[config.mk]
export PLATFORM = sky130hd
export DESIGN_NAME = ccmsr_clock_gen
export DESIGN_NICKNAME = d
export VERILOG_FILES = /design/src/include/ccmsr_pkg.sv /design/src/include/ccmsr_src_if.sv /design/src/verilog/ccmsr_clock_gen.sv /design/src/verilog/ccmsr_src_mux.sv
export SDC_FILE = /design/constraint.sdc
export NUM_CORES = 1
export LEC_CHECK = 0
export BUFFER_PORTS_ARGS = -buffer_cell sky130_fd_sc_hd__buf_2
export CAP_MARGIN = 10
export CORE_ASPECT_RATIO = 0.5
export CORE_MARGIN = 2
export CORE_UTILIZATION = 55
export CTS_BUF_LIST = sky130_fd_sc_hd__clkbuf_2
export CTS_CLUSTER_SIZE = 28
export DETAILED_ROUTE_END_ITERATION = 8
export PLACE_DENSITY = 0.76
export SYNTH_ARGS = -nofsm -noshare
export SYNTH_HDL_FRONTEND = slang
export SYNTH_SLANG_ARGS = --single-unit
export TNS_END_PERCENT = 10
[constraint.sdc]
create_clock -name mclk_in -period 6.1 [get_ports mclk_in]
set_clock_uncertainty 0.05 [all_clocks]
set_input_delay 0.61 -clock mclk_in [delete_from_list [all_inputs] [get_ports mclk_in]]
set_output_delay 0.61 -clock mclk_in [all_outputs]
set_load 0.05 [all_outputs]
[src/include/ccmsr_pkg.sv]
// Shared constants and types of the clock monitor, stop and reset generator.
package ccmsr_pkg;
  localparam int CLK_PERIOD_NS = 8;
  localparam int CM_TIMEOUT_NS = 2000;
  localparam int CM_TIMEOUT_CYC = (CM_TIMEOUT_NS + CLK_PERIOD_NS - 1) /
                                  CLK_PERIOD_NS;
  localparam int QC_OSC_CYCLES = 4096;
  localparam logic [7:0] RST_SEQ_LEN = 8'hc0;
  localparam logic [3:0] ADDR_CTRL = 4'h0;
  localparam logic [3:0] ADDR_PSTOP = 4'h1;
  localparam logic [3:0] ADDR_STAT = 4'h2;
  localparam logic [7:0] CTRL_RESET = 8'h0e;
  localparam logic [7:0] PSTOP_RESET = 8'h00;
  localparam int C_PLL_SEL = 0;
  localparam int C_PLL_PWR = 1;
  localparam int C_CM_EN = 2;
  localparam int C_SCM_EN = 3;
  localparam int C_SCM_IE = 4;
  localparam int C_PLL_WAI = 5;
  localparam int C_PSTOP = 6;
  localparam int P_TICK_RUN = 0;
  localparam int P_WDOG_RUN = 1;
  localparam int S_FLAG = 0;
  localparam int S_SCM = 1;
  localparam int S_OSC_GOOD = 2;
  localparam int S_CM_FAIL = 3;
  localparam int S_ON_PLL = 4;
  typedef enum logic [4:0] {
    ST_RUN = 5'h01,
    ST_DESEL = 5'h02,
    ST_PLLOFF = 5'h04,
    ST_COREOFF = 5'h08,
    ST_STOP = 5'h10
  } ccmsr_stop_e;
endpackage

[src/include/ccmsr_src_if.sv]
// Source selection signals between the generator and its clock mux.
`timescale 1ns/100ps
`default_nettype none
interface ccmsr_src_if;
  logic osc_tick;
  logic pll_tick;
  logic want_pll;
  logic on_pll;
  logic src_tick;
  modport mux (input osc_tick, input pll_tick, input want_pll,
               output on_pll, output src_tick);
  modport ctl (output osc_tick, output pll_tick, output want_pll,
               input on_pll, input src_tick);
endinterface
`default_nettype wire

[src/verilog/ccmsr_clock_gen.sv]
// Clock generation, clock monitor, stop sequencing and reset sequencer.
`timescale 1ns/100ps
`default_nettype none
// Operation
// - Core clock runs at twice bus clock; a processor cycle is one bus clock.
// - External bus clock pin is derived from the bus clock.
// - Self-clock mode replaces the oscillator with PLL at minimum frequency.
// - PLL select bit drives the system clock from the PLL.
// - PLL stays running while selected, even with power-on bit cleared.
// - Monitor disabled means oscillator loss is neither seen nor acted on.
// - Monitor on, self-clock off: loss causes immediate clock monitor reset.
// - Loss in wait with self-clock: enter self-clock, start check, set flag.
// - Recovery: clock good after 4096 oscillator cycles, leave self-clock.
// - Wakeup after recovery runs on oscillator; reset starts reset sequence.
// - Without recovery, checks repeat and wakeup exits in self-clock mode.
// - With self-clock interrupt enabled, loss raises flag and wakeup request.
// - Stop halts clocks, oscillator off unless pseudo-stop; dividers freeze.
// - Pseudo-stop keeps tick counter or watchdog running when enabled.
// - Stop requests the voltage regulator to enter low power.
// - Stop entry: clear PLL select, then PLL off, core off, system off.
// - Pseudo-stop from self-clock keeps checking with PLL and regulator on.
// - Full stop from self-clock aborts check, restarts it after stop exit.
// - Internal reset holds for 192 system clocks, released synchronously.
// - External reset pin held low keeps the internal reset asserted.
// - Monitor reset sets defaults, enters self-clock, starts reset and check.
// - Good check switches to oscillator even during the reset sequence.
// - Reset end fetches monitor vector when a monitor failure was latched.
module ccmsr_clock_gen #(
  parameter int QC_LEN = ccmsr_pkg::QC_OSC_CYCLES
) (
  input wire logic mclk_in,
  input wire logic reset_in,
  input wire logic [3:0] reg_addr_in,
  input wire logic [7:0] reg_wdata_in,
  input wire logic reg_wr_in,
  input wire logic reg_rd_in,
  output logic [7:0] reg_rdata_out,
  input wire logic osc_clk_in,
  input wire logic pll_clk_in,
  input wire logic ext_reset_n_in,
  input wire logic stop_req_in,
  input wire logic wait_in,
  input wire logic wakeup_in,
  output logic core_clk_en_out,
  output logic bus_clk_en_out,
  output logic ext_bus_clk_out,
  output logic pll_enable_out,
  output logic pll_min_freq_out,
  output logic osc_enable_out,
  output logic voltage_regulator_low_power_out,
  output logic tick_run_out,
  output logic watchdog_run_out,
  output logic internal_reset_out,
  output logic cm_vector_out,
  output logic self_clock_mode_out,
  output logic scm_wakeup_out,
  output logic stop_active_out
);
  import ccmsr_pkg::*;

  function automatic logic reg_hit(input logic [3:0] a, input logic [3:0] o);
    reg_hit = (a == o);
  endfunction

  ccmsr_src_if src ();
  ccmsr_src_mux u_mux (
    .mclk_in(mclk_in),
    .reset_in(reset_in),
    .src(src)
  );

  // Pin synchronisers: ext reset, oscillator and PLL levels.
  wire logic [2:0] pin_raw = {pll_clk_in, osc_clk_in, ext_reset_n_in};
  logic [2:0] sync1;
  logic [2:0] sync2;
  logic [2:0] sync3;
  genvar gi;
  generate
    for (gi = 0; gi < 3; gi++) begin : g_sync
      always_ff @(posedge mclk_in) begin
        if (reset_in) begin
          sync1[gi] <= (gi == 0);
          sync2[gi] <= (gi == 0);
          sync3[gi] <= (gi == 0);
        end else begin
          sync1[gi] <= pin_raw[gi];
          sync2[gi] <= sync1[gi];
          sync3[gi] <= sync2[gi];
        end
      end
    end
  endgenerate

  wire logic ext_rst_n = sync2[0];
  wire logic osc_tick = sync2[1] & ~sync3[1];
  wire logic pll_tick = sync2[2] & ~sync3[2];

  logic [7:0] ctrl;
  logic [7:0] pstop;
  logic flag;
  logic self_clock_mode;
  logic osc_good;
  logic cm_fail;
  logic qc_run;
  logic qc_pend;
  logic [12:0] qc_cnt;
  logic [15:0] loss_cnt;
  logic [7:0] rst_cnt;
  logic bus_phase;
  ccmsr_stop_e state;

  wire logic sel_pll = ctrl[C_PLL_SEL];
  wire logic clock_monitor_enable = ctrl[C_CM_EN];
  wire logic self_clock_mode_enable = ctrl[C_SCM_EN];
  wire logic self_clock_irq_enable = ctrl[C_SCM_IE];
  wire logic pseudo = ctrl[C_PSTOP];
  wire logic wr_ctrl = reg_wr_in & reg_hit(reg_addr_in, ADDR_CTRL);
  wire logic wr_pstop = reg_wr_in & reg_hit(reg_addr_in, ADDR_PSTOP);
  wire logic wr_stat = reg_wr_in & reg_hit(reg_addr_in, ADDR_STAT);
  wire logic flag_clr = wr_stat & reg_wdata_in[S_FLAG];
  wire logic wake = wakeup_in | ~ext_rst_n;

  wire logic in_stop_seq = (state != ST_RUN);
  wire logic core_off = (state == ST_COREOFF) | (state == ST_STOP);
  wire logic sys_off = (state == ST_STOP);
  wire logic full_stop = sys_off & ~pseudo;
  wire logic qc_freeze = in_stop_seq & ~pseudo;
  wire logic osc_en = ~full_stop;

  // Loss is only watched while the monitor is on and the oscillator runs.
  wire logic mon_on = clock_monitor_enable & osc_en;
  wire logic osc_lost = (loss_cnt == 16'(CM_TIMEOUT_CYC));
  wire logic loss_evt = mon_on & ~osc_tick &
                        (loss_cnt == 16'(CM_TIMEOUT_CYC - 1));
  wire logic cm_rst = loss_evt & ~self_clock_mode_enable;
  wire logic scm_enter = loss_evt & self_clock_mode_enable;
  wire logic rst_all = cm_rst | ~ext_rst_n;
  wire logic qc_done = qc_run & ~qc_freeze & osc_tick & ~osc_lost &
                       (qc_cnt == 13'(QC_LEN - 1));

  wire logic core_en = src.src_tick & ~core_off;
  wire logic bus_en = src.src_tick & bus_phase & ~sys_off;
  wire logic next_bus_phase = (src.src_tick & ~sys_off) ? ~bus_phase :
                              bus_phase;
  wire logic [7:0] next_rst_cnt =
    rst_all ? 8'h00 :
    ((src.src_tick && rst_cnt != RST_SEQ_LEN) ? rst_cnt + 8'h01 : rst_cnt);
  wire logic rst_done = (next_rst_cnt == RST_SEQ_LEN) &
                        (rst_cnt != RST_SEQ_LEN);
  wire logic [7:0] stat_word = {3'h0, src.on_pll, cm_fail, osc_good, self_clock_mode,
                                flag};
  wire logic [7:0] next_rdata =
    reg_hit(reg_addr_in, ADDR_CTRL) ? ctrl :
    reg_hit(reg_addr_in, ADDR_PSTOP) ? pstop :
    reg_hit(reg_addr_in, ADDR_STAT) ? stat_word : 8'h00;

  assign src.osc_tick = osc_tick;
  assign src.pll_tick = pll_tick;
  assign src.want_pll = sel_pll | self_clock_mode;

  // Stop entry walks the clocks down one step per cycle, but outside self-clock mode waits in ST_DESEL until the mux has left the PLL.
  always_ff @(posedge mclk_in) begin
    if (reset_in || rst_all) begin
      state <= ST_RUN;
    end else begin
      case (state)
        ST_RUN: begin
          if (stop_req_in) state <= ST_DESEL;
        end
        ST_DESEL: begin
          if (wake) state <= ST_RUN;
          else if (!src.on_pll || self_clock_mode) state <= ST_PLLOFF;
        end
        ST_PLLOFF: begin
          state <= wake ? ST_RUN : ST_COREOFF;
        end
        ST_COREOFF: begin
          state <= wake ? ST_RUN : ST_STOP;
        end
        ST_STOP: begin
          if (wake) state <= ST_RUN;
        end
        default: begin
          state <= ST_RUN;
        end
      endcase
    end
  end

  // A monitor reset forces the defaults, which sets both monitor enables.
  always_ff @(posedge mclk_in) begin
    if (reset_in || rst_all) begin
      ctrl <= CTRL_RESET;
      pstop <= PSTOP_RESET;
    end else begin
      if (state == ST_DESEL) ctrl[C_PLL_SEL] <= 1'b0;
      else if (wr_ctrl) ctrl <= reg_wdata_in;
      if (wr_pstop) pstop <= reg_wdata_in;
    end
  end

  always_ff @(posedge mclk_in) begin
    if (reset_in || !mon_on || osc_tick) loss_cnt <= 16'h0000;
    else if (!osc_lost) loss_cnt <= loss_cnt + 16'h0001;
  end

  // Self-clock mode and its flag; a set in the clear cycle wins.
  always_ff @(posedge mclk_in) begin
    if (reset_in) begin
      self_clock_mode <= 1'b0;
      flag <= 1'b0;
      osc_good <= 1'b0;
    end else begin
      if (scm_enter || cm_rst) self_clock_mode <= 1'b1;
      else if (qc_done) self_clock_mode <= 1'b0;
      if (scm_enter) flag <= 1'b1;
      else if (flag_clr || !ext_rst_n) flag <= 1'b0;
      if (loss_evt) osc_good <= 1'b0;
      else if (qc_done) osc_good <= 1'b1;
    end
  end

  // Quality check: counts oscillator ticks, restarts on any loss.
  always_ff @(posedge mclk_in) begin
    if (reset_in) begin
      qc_run <= 1'b0;
      qc_pend <= 1'b0;
      qc_cnt <= 13'h0000;
    end else begin
      if (scm_enter || cm_rst) begin
        qc_run <= 1'b1;
        qc_pend <= 1'b0;
      end else if (qc_done) begin
        qc_run <= 1'b0;
      end else if (qc_freeze && qc_run) begin
        qc_run <= 1'b0;
        qc_pend <= 1'b1;
      end else if (!qc_freeze && qc_pend) begin
        qc_run <= 1'b1;
        qc_pend <= 1'b0;
      end
      if (!qc_run || qc_freeze || osc_lost || qc_done) qc_cnt <= 13'h0000;
      else if (osc_tick) qc_cnt <= qc_cnt + 13'h0001;
    end
  end

  // The vector choice is made on the same edge the reset releases.
  always_ff @(posedge mclk_in) begin
    if (reset_in) begin
      cm_fail <= 1'b0;
      rst_cnt <= 8'h00;
      internal_reset_out <= 1'b1;
      cm_vector_out <= 1'b0;
    end else begin
      if (cm_rst) cm_fail <= 1'b1;
      else if (!ext_rst_n) cm_fail <= 1'b0;
      rst_cnt <= next_rst_cnt;
      internal_reset_out <= (next_rst_cnt != RST_SEQ_LEN);
      if (rst_done) cm_vector_out <= cm_fail;
    end
  end

  always_ff @(posedge mclk_in) begin
    if (reset_in) begin
      bus_phase <= 1'b0;
      ext_bus_clk_out <= 1'b0;
      reg_rdata_out <= 8'h00;
    end else begin
      bus_phase <= next_bus_phase;
      ext_bus_clk_out <= next_bus_phase;
      if (reg_rd_in) reg_rdata_out <= next_rdata;
    end
  end

  assign core_clk_en_out = core_en;
  assign bus_clk_en_out = bus_en;
  // Clearing the power bit cannot stop a selected PLL.
  assign pll_enable_out = in_stop_seq ? (state == ST_DESEL) |
                          (pseudo & self_clock_mode) :
                          (sel_pll | self_clock_mode | (ctrl[C_PLL_PWR] &
                          ~(wait_in & ctrl[C_PLL_WAI])));
  assign pll_min_freq_out = self_clock_mode;
  assign osc_enable_out = osc_en;
  assign voltage_regulator_low_power_out = sys_off & ~(pseudo & self_clock_mode);
  assign tick_run_out = ~sys_off | (pseudo & pstop[P_TICK_RUN]);
  assign watchdog_run_out = ~sys_off | (pseudo & pstop[P_WDOG_RUN]);
  assign self_clock_mode_out = self_clock_mode;
  assign scm_wakeup_out = flag & self_clock_irq_enable;
  assign stop_active_out = sys_off;
endmodule // ccmsr_clock_gen
`default_nettype wire

[src/verilog/ccmsr_src_mux.sv]
// Glitch-free selection between oscillator and PLL clock ticks.
`timescale 1ns/100ps
`default_nettype none
module ccmsr_src_mux (
  input wire logic mclk_in,
  input wire logic reset_in,
  ccmsr_src_if.mux src
);
  logic cur;
  logic hold;
  wire logic new_tick = src.want_pll ? src.pll_tick : src.osc_tick;
  wire logic cur_tick = cur ? src.pll_tick : src.osc_tick;

  // The old source is cut at once and the new one passes only after its
  // own first whole tick, so no shortened period reaches the system.
  always_ff @(posedge mclk_in) begin
    if (reset_in) begin
      cur <= 1'b0;
      hold <= 1'b0;
    end else if (src.want_pll != cur) begin
      cur <= src.want_pll;
      hold <= 1'b1;
    end else if (hold && new_tick) begin
      hold <= 1'b0;
    end
  end

  assign src.on_pll = cur;
  assign src.src_tick = cur_tick & ~hold & (src.want_pll == cur);
endmodule // ccmsr_src_mux
`default_nettype wire

==> out/metrics.yaml <==
sta:
  finalSetupViolations: 0
  final.period_utilization: 0.492
  finalCriticalPeriod_ns: 3.00
  setup_tns_ns: 0
  slew_viol_final: 0
  tightest_slew_ns: 0.732
  fmax_ghz: 0.333
  relSlewSlack: 0.510
  rsz0062_at_grt: "no"
  hold_viol_final: 0
setup_path:
  worstPathRequired_ns: 5.44
  crit_path_start_kind: "flip-flop"
  path_max_fanout: 10
  path_class: "reg -> out"
  setup.worst_path.end_class: "output port"
  rrSetupSlack_ns: 3.58
  cp.arrival_ns: 2.34
logic_synthesis:
  avgSynthCellArea_um2: 8.72
  ys_async_sr_fraction: 0
  synth_area_leaders: "dfxtp_1 (43%), nor2_1 (7.1%), xor2_1 (5.5%)"
  yosysWarnings: 0
  synthTopCellsByCount: "dfxtp_1 (85), nor2_1 (75), nand2_1 (46)"
  netlist_area_um2: 3980
  synth_edf_count: 0
  ys_seq_area_frac: 0.428
  ys_ff_latch: 85
  synth_cell_types: 59
  synth_nets: 484
  synthFlopType: "dfxtp_1"
  synth_top_cell_by_area: "dfxtp_1"
  synth_top_area_frac: 0.428
  synth_most_common_cell: "dfxtp_1"
  syn_inst: 456
route:
  routed_wl_um: 8120
  viasPerCell: 5.49
  wl_met3_um: 406
  wl_met1_um: 4070
  ant_nets: 0
  wire_per_inst_um: 13.9
  drt_iter0_markers: 142
  wl_met2_um: 3520
  dr.max_layer_used: "met4"
  drc: 0
  num_vias: 3216
  dr.pass1.iters: 5
place:
  place_area_um2: 4210
  dp_hpwl_um: 5820
  port_buffers: 43
  gp_congestion: 0.856
clock_tree:
  root_buffer: "clkbuf_2"
  numCtsBuffers: 9
  clk_latency_ns: 0.56
  hold_buffers: 0
  cts.path.max_buffers: 2
  htreeDepth: 3
  cts_resized: 0
  clkSinkCount: 85
  clk_pin_slew_ns: 0.23
  cts_tree: "built"
  post_cts_buffers: 0
layout:
  n_antenna_cell: 0
  layout.nets: 517
  drive_above_1_share: 0.154
  synthToLayoutAreaGrowth_pct: 9.31
  fin_area_um2: 4350
power_and_ir_drop:
  p_int_w: 0.000732
  leakage_nw: 1.65
  power_density_nw_per_um2: 228
  vdd_drop_max_uv: 96.1
  switching_share: 0.262
  seqPwrFrac: 0.579
  p_comb_frac: 0.088
  power_switching_w: 0.000260
  pwr-share-clk: 0.333
floorplan:
  start_util: 0.582
  core_area_um2: 6830
  die_area_um2: 7970
  row_count: 21
  die_w_um: 124
  die_y_um: 64.1
  ios: 44
global_routing:
  grt_overflow_total: 0
  grt_antenna_before_repair: 1
  grt_max_degree: 31
  grt_pass1_vias: 2914
  grt_pass1_wl_um: 13800
  grt_util_all_layers: 0.217
outcome:
  outcome: "completed"
worst_hold_path:
  hold_class: "in -> reg"
flow_run:
  drv_cap: 0
## cells in the final DEF, fill, tap and decap left out, drive strengths merged, types with 9 or more instances in the layout
| master | count |
|---|---|
| dfxtp | 85 |
| nor2 | 75 |
| nand2 | 46 |
| buf | 43 |
| xor2 | 25 |
| mux2i | 21 |
| a21oi | 20 |
| nand3 | 16 |
| nor2b | 16 |
| nand4 | 13 |
| clkbuf | 10 |
| nor3 | 9 |
| xnor2 | 9 |
## sequential cells by signal, summed over array words and instances (netlist names), 2 cells and up
register,count
sync1,3
sync3,2
reg_rdata_out,8
qc_cnt,13
rst_cnt,8
state,5
pstop,8
sync2,2
loss_cnt,16
ctrl,8
## worst paths after layout
check | from | to | depth (start not counted)
max | pll_min_freq_out | bus_clk_en_out | 4
min | ext_reset_n_in | sync1[0] | 2
max reg2reg | state[3] | state[0] | 5
min reg2reg | sync1[0] | ext_rst_n | 1
## final cells by class
type | count | area [um^2]
inverters | 7 | 26.3
multi-input cells | 343 | 2150
clock buffers | 10 | 50.0
clock inverters | 6 | 85.1
flip-flops and latches | 85 | 1700
fillers | 620 | 2480
repair buffers | 43 | 215
well taps | 92 | 115
## worst max-delay path: stages (launching register included)
cell and delay [ns]:
dfxtp_1 0.46, or2_1 0.35, o32ai_4 0.47, and3_1 0.23, buf_2 0.26
## metal layers
layer  vias to the layer above  global-route usage
li1                       1637                   -
met1                      1503               0.291
met2                        64               0.330
met3                        12              0.0729
met4                         0              0.0730
met5                         -                   0
## logic make-up (layout without fill, tap and decap cells)
group,after synthesis,count (layout),synth area share
AND/OR/NAND/NOR,226,226,0.286
XOR/XNOR,34,34,0.0749
multiplexers,25,25,0.0642
adder cells (fa/ha/maj),6,6,0.0189
AO/OA/AOI/OAI,52,52,0.0975
flip-flops,85,85,0.428
buffers and inverters,28,66,0.0305
## metrics by stage
step           hold WS (ns)  cells  utilization  setup slack [ns]  total power, W
2_1_floorplan         0.339    456            -              3.33        0.000647
3_3_place_gp          0.342    570        0.617              3.65        0.000669
3_5_place_dp          0.343    570        0.617              3.60        0.000671
4_1_cts               0.120    586        0.636              3.05        0.000997
5_1_grt              0.0825    586        0.636              2.92         0.00103
6_report              0.156    586        0.636              3.10        0.000992
## power groups by stage
stage	combinational, W	sequential (W)	clock [W]
6_report	0.0000875	0.000574	0.000331
5_1_grt	0.0000949	0.000576	0.000363
4_1_cts	0.0000869	0.000574	0.000336
3_5_place_dp	0.0000866	0.000585	0
3_3_place_gp	0.0000852	0.000584	0
2_1_floorplan	0.0000623	0.000584	0
Note: power is estimated with default switching activity, not from simulation.
